**config.mk**
```make
export PLATFORM = sky130hd
export DESIGN_NAME = exec_unit_trap_timer_parity
export DESIGN_NICKNAME = d
export VERILOG_FILES = /design/src/exec_trap_pkg.sv /design/src/exec_unit_trap_timer_parity.sv
export SDC_FILE = /design/constraint.sdc
export NUM_CORES = 1
export LEC_CHECK = 0
export BUFFER_PORTS_ARGS = -buffer_cell sky130_fd_sc_hd__buf_2
export CORE_UTILIZATION = 54
export CTS_BUF_LIST = sky130_fd_sc_hd__clkbuf_16
export DETAILED_ROUTE_END_ITERATION = 8
export PLACE_DENSITY = 0.86
export SLEW_MARGIN = 20
export SYNTH_ARGS = -nofsm -noshare
export SYNTH_HDL_FRONTEND = slang
export SYNTH_SLANG_ARGS = --single-unit
export TNS_END_PERCENT = 100
```
**constraint.sdc**
```tcl
create_clock -name aclk -period 4.05 [get_ports aclk]
set_input_delay 0.81 -clock aclk [delete_from_list [all_inputs] [get_ports aclk]]
set_output_delay 0.81 -clock aclk [all_outputs]
set_load 0.05 [all_outputs]
```
**src/exec_trap_pkg.sv**
```systemverilog
// Constants, field layouts and carrier types of the trap, timer and parity block
package exec_trap_pkg;
  // Timebase derived from the 40 MHz bus clock
  localparam int          CLK_HZ        = 40_000_000;
  localparam int          TIMEBASE_HZ   = 1_000_000;
  localparam int          TICK_CYCLES   = CLK_HZ / TIMEBASE_HZ;
  localparam logic [5:0]  TICK_LAST     = 6'(TICK_CYCLES - 1);
  // Interval timer: 12 bits, one overflow per 4 ms at 1 us ticks
  localparam int          INTERVAL_MS   = 4;
  localparam int          INTERVAL_TICKS = INTERVAL_MS * 1000;
  localparam logic [11:0] INTERVAL_TOP  = 12'hfff;
  localparam logic [11:0] INTERVAL_PRESET = 12'(4096 - INTERVAL_TICKS);
  // Microsecond timer: 10 bits, natural wrap every 1.024 ms
  localparam logic [9:0]  USEC_TOP      = 10'h3ff;
  // Register byte offsets
  localparam logic [7:0]  OFF_MODE      = 8'h00;
  localparam logic [7:0]  OFF_STATUS    = 8'h04;
  localparam logic [7:0]  OFF_PCODE     = 8'h08;
  localparam logic [7:0]  OFF_TIMERS    = 8'h0c;
  // Mode control word layout
  localparam int          MODE_NF_LSB   = 8;
  localparam int          MODE_REPORT   = 16;
  localparam logic [16:0] MODE_RESET    = 17'h00000;
  localparam logic [16:0] MODE_WMASK    = 17'h1f7ff;
  // Fetch-class trap indices
  localparam logic [2:0]  F_INTERVAL    = 3'h5;
  localparam logic [2:0]  F_USEC        = 3'h6;
  // Non-fetch-class trap indices
  localparam logic [2:0]  NF_DMT        = 3'h3;
  localparam logic [2:0]  NF_MACHINE_CHECK_SUMMARY       = 3'h4;
  // Parity error codes
  localparam logic [2:0]  PCODE_NONE    = 3'h0;
  localparam logic [2:0]  PCODE_HB_LEFT = 3'h1;
  // AXI responses
  localparam logic [1:0]  RESP_OKAY     = 2'h0;
  localparam logic [1:0]  RESP_SLVERR   = 2'h2;

  // Fetch-class requests raised by other units
  typedef struct packed {
    logic decode_net_parity_error;
    logic external_io_interrupt;
    logic instruction_end_trap;
    logic soft_cache_parity_error;
    logic diagnostic_processor_request;
    logic correctable_memory_error;
  } fetch_src_t;

  // Non-fetch-class requests raised by other units
  typedef struct packed {
    logic restricted_instruction_trap;
    logic branch_cache_fault;
    logic address_trap_on_write;
    logic direct_memory_transfer_request;
    logic missing_memory_module;
    logic control_store_parity_error;
    logic uncorrectable_memory_error;
  } nonfetch_src_t;

  // ALU operands with their byte parity bits
  typedef struct packed {
    logic [15:0] high_b_bus_half;
    logic [1:0]  high_b_par;
    logic [15:0] low_b_bus_half;
    logic [1:0]  low_b_par;
    logic [15:0] high_a_bus_half;
    logic [1:0]  high_a_par;
    logic [15:0] low_a_bus_half;
    logic [1:0]  low_a_par;
    logic [7:0]  extended_a_bus;
    logic        extended_a_par;
  } operand_t;

  // Complete state of the block
  typedef struct packed {
    logic [5:0]  div;
    logic [11:0] interval;
    logic [9:0]  usec;
    logic        int_pend;
    logic        usec_pend;
    logic        traps_on;
    logic        machine_check_summary_sum;
    logic        display;
    logic [2:0]  pcode;
    logic        trap_request;
    logic [3:0]  trap_code;
    logic [16:0] mode;
    logic        aw_got;
    logic        w_got;
    logic [7:0]  awaddr;
    logic [31:0] wdata;
    logic [3:0]  wstrb;
    logic        bvalid;
    logic [1:0]  bresp;
    logic        rvalid;
    logic [31:0] rdata;
    logic [1:0]  rresp;
  } state_t;
endpackage

```
**src/exec_unit_trap_timer_parity.sv**
```systemverilog
// Trap gating, system timers and ALU operand parity checking with AXI4-Lite registers
`timescale 1ns/1ps
module exec_unit_trap_timer_parity (
  // Clock and reset
  input  wire logic                          aclk,
  input  wire logic                          aresetn,
  // AXI4-Lite write channels
  input  wire logic                          awvalid,
  output logic                               awready,
  input  wire logic [7:0]                    awaddr,
  input  wire logic [2:0]                    awprot,
  input  wire logic                          wvalid,
  output logic                               wready,
  input  wire logic [31:0]                   wdata,
  input  wire logic [3:0]                    wstrb,
  output logic                               bvalid,
  input  wire logic                          bready,
  output logic [1:0]                         bresp,
  // AXI4-Lite read channels
  input  wire logic                          arvalid,
  output logic                               arready,
  input  wire logic [7:0]                    araddr,
  input  wire logic [2:0]                    arprot,
  output logic                               rvalid,
  input  wire logic                          rready,
  output logic [31:0]                        rdata,
  output logic [1:0]                         rresp,
  // Microcode controls
  input  wire logic                          return_to_fetch,
  input  wire logic                          global_trap_enable_op,
  input  wire logic                          global_trap_disable_op,
  input  wire logic                          transfer_trap_suppress_field,
  input  wire logic                          parity_check_disable,
  input  wire logic                          parity_code_service,
  input  wire logic                          trap_accept,
  // Trap sources from other units
  input  wire exec_trap_pkg::fetch_src_t     fetch_src,
  input  wire exec_trap_pkg::nonfetch_src_t  nonfetch_src,
  input  wire logic [7:0]                    unit_parity_errors,
  input  wire logic                          stage_seven_clock,
  // ALU operands
  input  wire exec_trap_pkg::operand_t       operands,
  // To microsequencer, pipeline control unit and display
  output logic                               trap_request,
  output logic [3:0]                         trap_code,
  output logic [2:0]                         parity_error_code,
  output logic                               machine_check_summary,
  output logic                               diagnostic_display
);

  exec_trap_pkg::state_t s;
  exec_trap_pkg::state_t next_s;

  logic       tick;
  logic [7:0] fvec;
  logic [7:0] nfvec;
  logic [7:0] f_live;
  logic [7:0] nf_live;
  logic [7:0] perr;
  logic [7:0] perr_checked;
  logic [3:0] b_err;
  logic [2:0] a_err;
  logic       machine_check_summary_live;
  logic       wr_fire;
  logic       svc;

  // Index of the lowest set bit
  function automatic logic [2:0] lowest(input logic [7:0] v);
    logic [2:0] r;
    r = 3'h0;
    for (int i = 7; i >= 0; i--)
    begin
      if (v[i])
      begin
        r = 3'(i);
      end
    end
    return r;
  endfunction

  // Odd parity checks per byte
  assign b_err[0] = ~^{operands.high_b_bus_half[15:8], operands.high_b_par[1]};
  assign b_err[1] = ~^{operands.high_b_bus_half[7:0], operands.high_b_par[0]};
  assign b_err[2] = ~^{operands.low_b_bus_half[15:8], operands.low_b_par[1]};
  assign b_err[3] = ~^{operands.low_b_bus_half[7:0], operands.low_b_par[0]};
  assign a_err[0] = (~^operands.high_a_bus_half[15:8] != operands.high_a_par[1])
                  | (~^operands.high_a_bus_half[7:0] != operands.high_a_par[0]);
  assign a_err[1] = (~^operands.low_a_bus_half[15:8] != operands.low_a_par[1])
                  | (~^operands.low_a_bus_half[7:0] != operands.low_a_par[0]);
  assign a_err[2] = (~^operands.extended_a_bus != operands.extended_a_par);

  // Error vector indexed by code, bit 0 meaning no error
  assign perr         = {a_err[2], a_err[1], a_err[0], b_err[3], b_err[2],
                         b_err[1], b_err[0], 1'b0};
  assign perr_checked = parity_check_disable ? 8'h00 : perr;

  // Trap source vectors and their gating
  assign machine_check_summary_live = s.mode[exec_trap_pkg::MODE_REPORT]
                   & (s.machine_check_summary_sum | (|perr_checked));
  assign fvec  = {fetch_src.decode_net_parity_error, s.usec_pend, s.int_pend,
                  fetch_src.external_io_interrupt, fetch_src.instruction_end_trap,
                  fetch_src.soft_cache_parity_error,
                  fetch_src.diagnostic_processor_request,
                  fetch_src.correctable_memory_error};
  assign nfvec = {nonfetch_src.restricted_instruction_trap,
                  nonfetch_src.branch_cache_fault,
                  nonfetch_src.address_trap_on_write, machine_check_summary_live,
                  nonfetch_src.direct_memory_transfer_request,
                  nonfetch_src.missing_memory_module,
                  nonfetch_src.control_store_parity_error,
                  nonfetch_src.uncorrectable_memory_error};
  assign f_live  = fvec & s.mode[7:0] & {8{return_to_fetch}};
  assign nf_live = nfvec & {s.mode[15:12], ~transfer_trap_suppress_field,
                            s.mode[10:8]};

  // Timebase tick and bus handshake terms
  assign tick    = (s.div == exec_trap_pkg::TICK_LAST);
  assign wr_fire = s.aw_got & s.w_got & ~s.bvalid;
  assign svc     = parity_code_service
                 | (wr_fire & (s.awaddr == exec_trap_pkg::OFF_PCODE)
                    & s.wstrb[0] & s.wdata[0]);
  assign awready = ~s.aw_got & ~s.bvalid;
  assign wready  = ~s.w_got & ~s.bvalid;
  assign arready = ~s.rvalid;

  // Next-state logic
  always_comb
  begin
    next_s = s;
    // 1 MHz timebase
    next_s.div = tick ? 6'h00 : s.div + 6'h01;
    // Interval timer with preset on overflow
    if (tick)
    begin
      if (s.interval == exec_trap_pkg::INTERVAL_TOP)
      begin
        next_s.interval = exec_trap_pkg::INTERVAL_PRESET;
      end
      else
      begin
        next_s.interval = s.interval + 12'h001;
      end
      next_s.usec = s.usec + 10'h001;
    end
    // Pending timer traps, cleared when taken, set wins
    if (trap_accept && s.trap_request && s.trap_code == {1'b0, exec_trap_pkg::F_INTERVAL})
    begin
      next_s.int_pend = 1'b0;
    end
    if (trap_accept && s.trap_request && s.trap_code == {1'b0, exec_trap_pkg::F_USEC})
    begin
      next_s.usec_pend = 1'b0;
    end
    if (tick && s.interval == exec_trap_pkg::INTERVAL_TOP)
    begin
      next_s.int_pend = 1'b1;
    end
    if (tick && s.usec == exec_trap_pkg::USEC_TOP)
    begin
      next_s.usec_pend = 1'b1;
    end
    // Global trap enable, disable wins
    if (global_trap_disable_op)
    begin
      next_s.traps_on = 1'b0;
    end
    else if (global_trap_enable_op)
    begin
      next_s.traps_on = 1'b1;
    end
    // Trap selection, non-fetch class first
    if (s.traps_on && (|nf_live))
    begin
      next_s.trap_request = 1'b1;
      next_s.trap_code    = {1'b1, lowest(nf_live)};
    end
    else if (s.traps_on && (|f_live))
    begin
      next_s.trap_request = 1'b1;
      next_s.trap_code    = {1'b0, lowest(f_live)};
    end
    else
    begin
      next_s.trap_request = 1'b0;
      next_s.trap_code    = 4'h0;
    end
    // Machine check summary and display
    if (stage_seven_clock)
    begin
      next_s.machine_check_summary_sum = |unit_parity_errors;
      next_s.display  = s.machine_check_summary_sum;
    end
    // First parity error capture, a new error beats the service
    if ((s.pcode == exec_trap_pkg::PCODE_NONE || svc) && (|perr_checked))
    begin
      next_s.pcode = lowest(perr_checked);
    end
    else if (svc)
    begin
      next_s.pcode = exec_trap_pkg::PCODE_NONE;
    end
    // Write address and data capture
    if (awvalid && awready)
    begin
      next_s.aw_got = 1'b1;
      next_s.awaddr = awaddr;
    end
    if (wvalid && wready)
    begin
      next_s.w_got = 1'b1;
      next_s.wdata = wdata;
      next_s.wstrb = wstrb;
    end
    // Register write and response
    if (wr_fire)
    begin
      next_s.aw_got = 1'b0;
      next_s.w_got  = 1'b0;
      next_s.bvalid = 1'b1;
      next_s.bresp  = exec_trap_pkg::RESP_OKAY;
      case (s.awaddr)
        exec_trap_pkg::OFF_MODE:
        begin
          if (s.wstrb[0])
          begin
            next_s.mode[7:0] = s.wdata[7:0];
          end
          if (s.wstrb[1])
          begin
            next_s.mode[15:8] = s.wdata[15:8] & exec_trap_pkg::MODE_WMASK[15:8];
          end
          if (s.wstrb[2])
          begin
            next_s.mode[16] = s.wdata[16];
          end
        end
        exec_trap_pkg::OFF_STATUS, exec_trap_pkg::OFF_PCODE,
        exec_trap_pkg::OFF_TIMERS:
        begin
          next_s.bresp = exec_trap_pkg::RESP_OKAY;
        end
        default:
        begin
          next_s.bresp = exec_trap_pkg::RESP_SLVERR;
        end
      endcase
    end
    else if (s.bvalid && bready)
    begin
      next_s.bvalid = 1'b0;
    end
    // Register read
    if (arvalid && arready)
    begin
      next_s.rvalid = 1'b1;
      next_s.rresp  = exec_trap_pkg::RESP_OKAY;
      case (araddr)
        exec_trap_pkg::OFF_MODE:
        begin
          next_s.rdata = {15'h0000, s.mode};
        end
        exec_trap_pkg::OFF_STATUS:
        begin
          next_s.rdata = {8'h00, s.display, s.machine_check_summary_sum, s.traps_on,
                          s.trap_request, s.trap_code, nfvec, fvec};
        end
        exec_trap_pkg::OFF_PCODE:
        begin
          next_s.rdata = {29'h00000000, s.pcode};
        end
        exec_trap_pkg::OFF_TIMERS:
        begin
          next_s.rdata = {6'h00, s.usec, 4'h0, s.interval};
        end
        default:
        begin
          next_s.rdata = 32'h00000000;
          next_s.rresp = exec_trap_pkg::RESP_SLVERR;
        end
      endcase
    end
    else if (s.rvalid && rready)
    begin
      next_s.rvalid = 1'b0;
    end
  end

  // State register with synchronous reset
  always_ff @(posedge aclk)
  begin
    if (!aresetn)
    begin
      s          <= '0;
      s.interval <= exec_trap_pkg::INTERVAL_PRESET;
      s.mode     <= exec_trap_pkg::MODE_RESET;
    end
    else
    begin
      s <= next_s;
    end
  end

  // Outputs from flip-flops
  assign bvalid                = s.bvalid;
  assign bresp                 = s.bresp;
  assign rvalid                = s.rvalid;
  assign rdata                 = s.rdata;
  assign rresp                 = s.rresp;
  assign trap_request          = s.trap_request;
  assign trap_code             = s.trap_code;
  assign parity_error_code     = s.pcode;
  assign machine_check_summary = s.machine_check_summary_sum;
  assign diagnostic_display    = s.display;
endmodule

```
==> flow_summary.ini <==
[route]
dr.first_iter.drc_count = 421
num_vias = 5524
post_drt_wl_per_cell_um = 14.8
drc = 0
vias_per_cell = 5.44
first_pass_iters = 5
ant_nets = 0
drt-total-wl_mm = 15.0

[pwr]
cellLeakagePower_nw = 3.21
pwr-share-clk_pct = 45.3
power.density_mw_per_mm2 = 419
design_power_total_mw = 3.18
intPower_mw = 2.37
power.switching_mw = 0.819
ir_drop_mv = 0.273
switching_share_pct = 25.7
combPwrFrac_pct = 16.6
p_seq_share_pct = 38.2

[timing]
min_period_ns = 2.64
setup_viol = 0
skew_ns = 0.0104
rsz0062_at_grt = false
holdWs_ns = 0.437
finalSetupTns_ns = 0
finalHoldViolCount = 0
fmax_mhz = 379
slew_violations = 0
maxSlewHeadroom_pct = 58.8
fin_crit_sh_pct = 65.1
tightest_slew_ns = 0.610

[yosys]
yosys_warnings = 0
syn-instance-count = 714
synth_area_leader_cell = dfxtp_1
seq_area_frac_synth_pct = 37.1
synth-edff-count = 0
synth_top_area_share_pct = 37.1
synth_ff_type = dfxtp_1
synthArstFlopShare_pct = 0
syn_area_mm2 = 0.00625
synth-seq-cells = 116
synth_cell_types = 53
avgSynthCellArea_um2 = 8.76
synthTopCellsByArea = dfxtp_1 37%, xnor2_1 7.6%, nand2_1 7.1%, a21boi_0 6.8%, buf_4 5.2%

[die]
die_h_um = 110
die_w_um = 110
pin_count = 226
initial_core_util_pct = 56.5
die-area_mm2 = 0.0120
rows = 38
core-area_mm2 = 0.0111

[global_route]
grt.total_usage_pct = 26.2
use_met1_pct = 34.0
grt-ovfl-total = 0
grt_use_met2_pct = 42.0
grt_pass1_vias = 5043
grt.busiest_layer = met2
grt_pass1_wl_mm = 23.9
grt_antenna_before_repair = 0
grt_start_max_net_pins = 68
grt_use_met3_pct = 6.05

[place]
port_buffers = 194
gp_congestion = 0.925
dpl.hpwl_mm = 11.3

[worst_setup_path]
critical_path_arrival_ns = 2.93
slowest_delay_ns = 0.43
r2r.worst_path.cells = 5
crit_top_cell = xnor2_1
worstSetupEndpointType = flop
slowest_stage = xnor3_1
cp-start-kind = primary input
path_class = in2reg
cp_cell_sequence = buf_2 > xnor2_1 > xnor3_1 > xnor2_1 > o21ai_2 > a2111o_1 > o21ai_4 > a31oi_4 > a32o_1
crit_fanout = 5
cp.required_ns = 4.34

[layout]
nFillCells = 938
nets = 1042
diodes = 0
drive_gt1_share_pct = 27.2
area_delta_synth_final_pct = 21.6
regArea_mm2 = 0.00232
multiInputGateArea_mm2 = 0.00350

[cts]
worstSkewPairLatency_ns = 0.41
post_cts.repair.setup_buffers = 0
hold_buffers = 0
cts_resized = 0
cts.sinks = 116
tritoncts = built
cts_buffers = 17
htreeDepth = 4
clockRootBuffer = clkbuf_16
clk_pin_slew_ns = 0.05
cts_buffer_depth = 2

[worst_hold_path]
hold_class = reg2reg
hold_depth = 1

[status]
status = finished clean

[flow_run]
max-cap-violations = 0
[routing by layer]
| layer | vias to the layer above | routed length, um |
|---|---|---|
| met5 | - | 0 |
| met2 | 224 | 7160 |
| met1 | 2551 | 6520 |
| met4 | 0 | 302 |
| li1 | 2721 | - |
| met3 | 28 | 1060 |
[power groups by stage]
| stage | clock [mW] | combinational, mW | sequential (mW) |
|---|---|---|---|
| 2_1_floorplan | 0 | 0.390 | 1.23 |
| 3_3_place_gp | 0 | 0.515 | 1.24 |
| 3_5_place_dp | 0 | 0.525 | 1.24 |
| 4_1_cts | 1.46 | 0.528 | 1.21 |
| 5_1_grt | 1.53 | 0.575 | 1.22 |
| 6_report | 1.44 | 0.528 | 1.21 |
[final timing paths]
kind | start | to | slack, ns
hold / removal | s[136] | s[136] | 0.44
setup reg to reg | s[136] | s[119] | 1.95
hold reg to reg | s[136] | s[136] | 0.44
setup / recovery | operands[56] | trap_code[0] | 1.41
[cell families after synthesis]
logic type	share of synthesized area [%]
XOR/XNOR	13.4
AND/OR/NAND/NOR	20.4
flip-flops	37.1
multiplexers	3.60
AO/OA/AOI/OAI	17.4
adder cells (fa/ha/maj)	0.600
other	0.0600
buffers and inverters	7.34
[Yosys cell counts (12+ instances only)]
master    instances
a21boi_0         57
a22o_1           12
a22oi_1          24
and2_1           14
buf_4            43
clkbuf_1         30
dfxtp_1         116
nand2_1         119
nand3_1          29
nor2_1           28
nor2b_1          30
o21ai_0          23
xnor2_1          54
xor2_1           16
[cell type report]
type,count,share of cell area (%)
Sequential cell,116,30.5
Clock inverter,14,1.92
Tap cell,140,2.30
Inverter,4,0.197
Multi-Input combinational cell,526,46.0
Clock buffer,17,5.59
Timing Repair Buffer,199,13.4
[critical path: cells and delay by family]
family | cells | cell delay (ns)
AO/OA/AOI/OAI | 5 | 1.17
XOR/XNOR | 3 | 0.85
buffers and inverters | 1 | 0.11
[state kept, by name (all words and copies together), names as in the netlist]
register	cells
bresp	1
bvalid	1
diagnostic_display	1
fvec	2
machine_check_summary	1
parity_error_code	3
rdata	26
rresp	1
rvalid	1
s	74
trap_code	4
trap_request	1
[stage by stage]
step | cell area, um2 | setup WS [ns] | util [%] | instances
floorplan | 6280 | 1.30 | - | 721
global placement | 7030 | 1.04 | 63.5 | 985
detailed placement | 7030 | 1.00 | 63.5 | 985
CTS | 7600 | 1.43 | 68.6 | 1016
global route | 7600 | 1.24 | 68.6 | 1016
finish | 7600 | 1.41 | 68.6 | 1016
[cell usage in the layout, fill, tap and decap left out, types with 4 or more instances in the layout]
master / n
nor2_1: 28
nor2b_1: 30
a22oi_1: 24
dfxtp_1: 116
xnor3_1: 10
xor2_1: 16
mux2i_1: 11
nand3_1: 29
xnor2_1: 54
nor4_1: 6
or3_1: 7
a22o_1: 12
and3_1: 8
buf_4: 4
conb_1: 8
a31oi_1: 5
o21ai_0: 23
inv_1: 6
buf_2: 194
a21boi_0: 57
a21oi_1: 11
nand2b_1: 5
clkbuf_16: 17
nor3_1: 4
nand2_1: 119
nand4_1: 9
clkinv_2: 6
and2_1: 14
No activity file was read; power rests on OpenSTA's default activity.
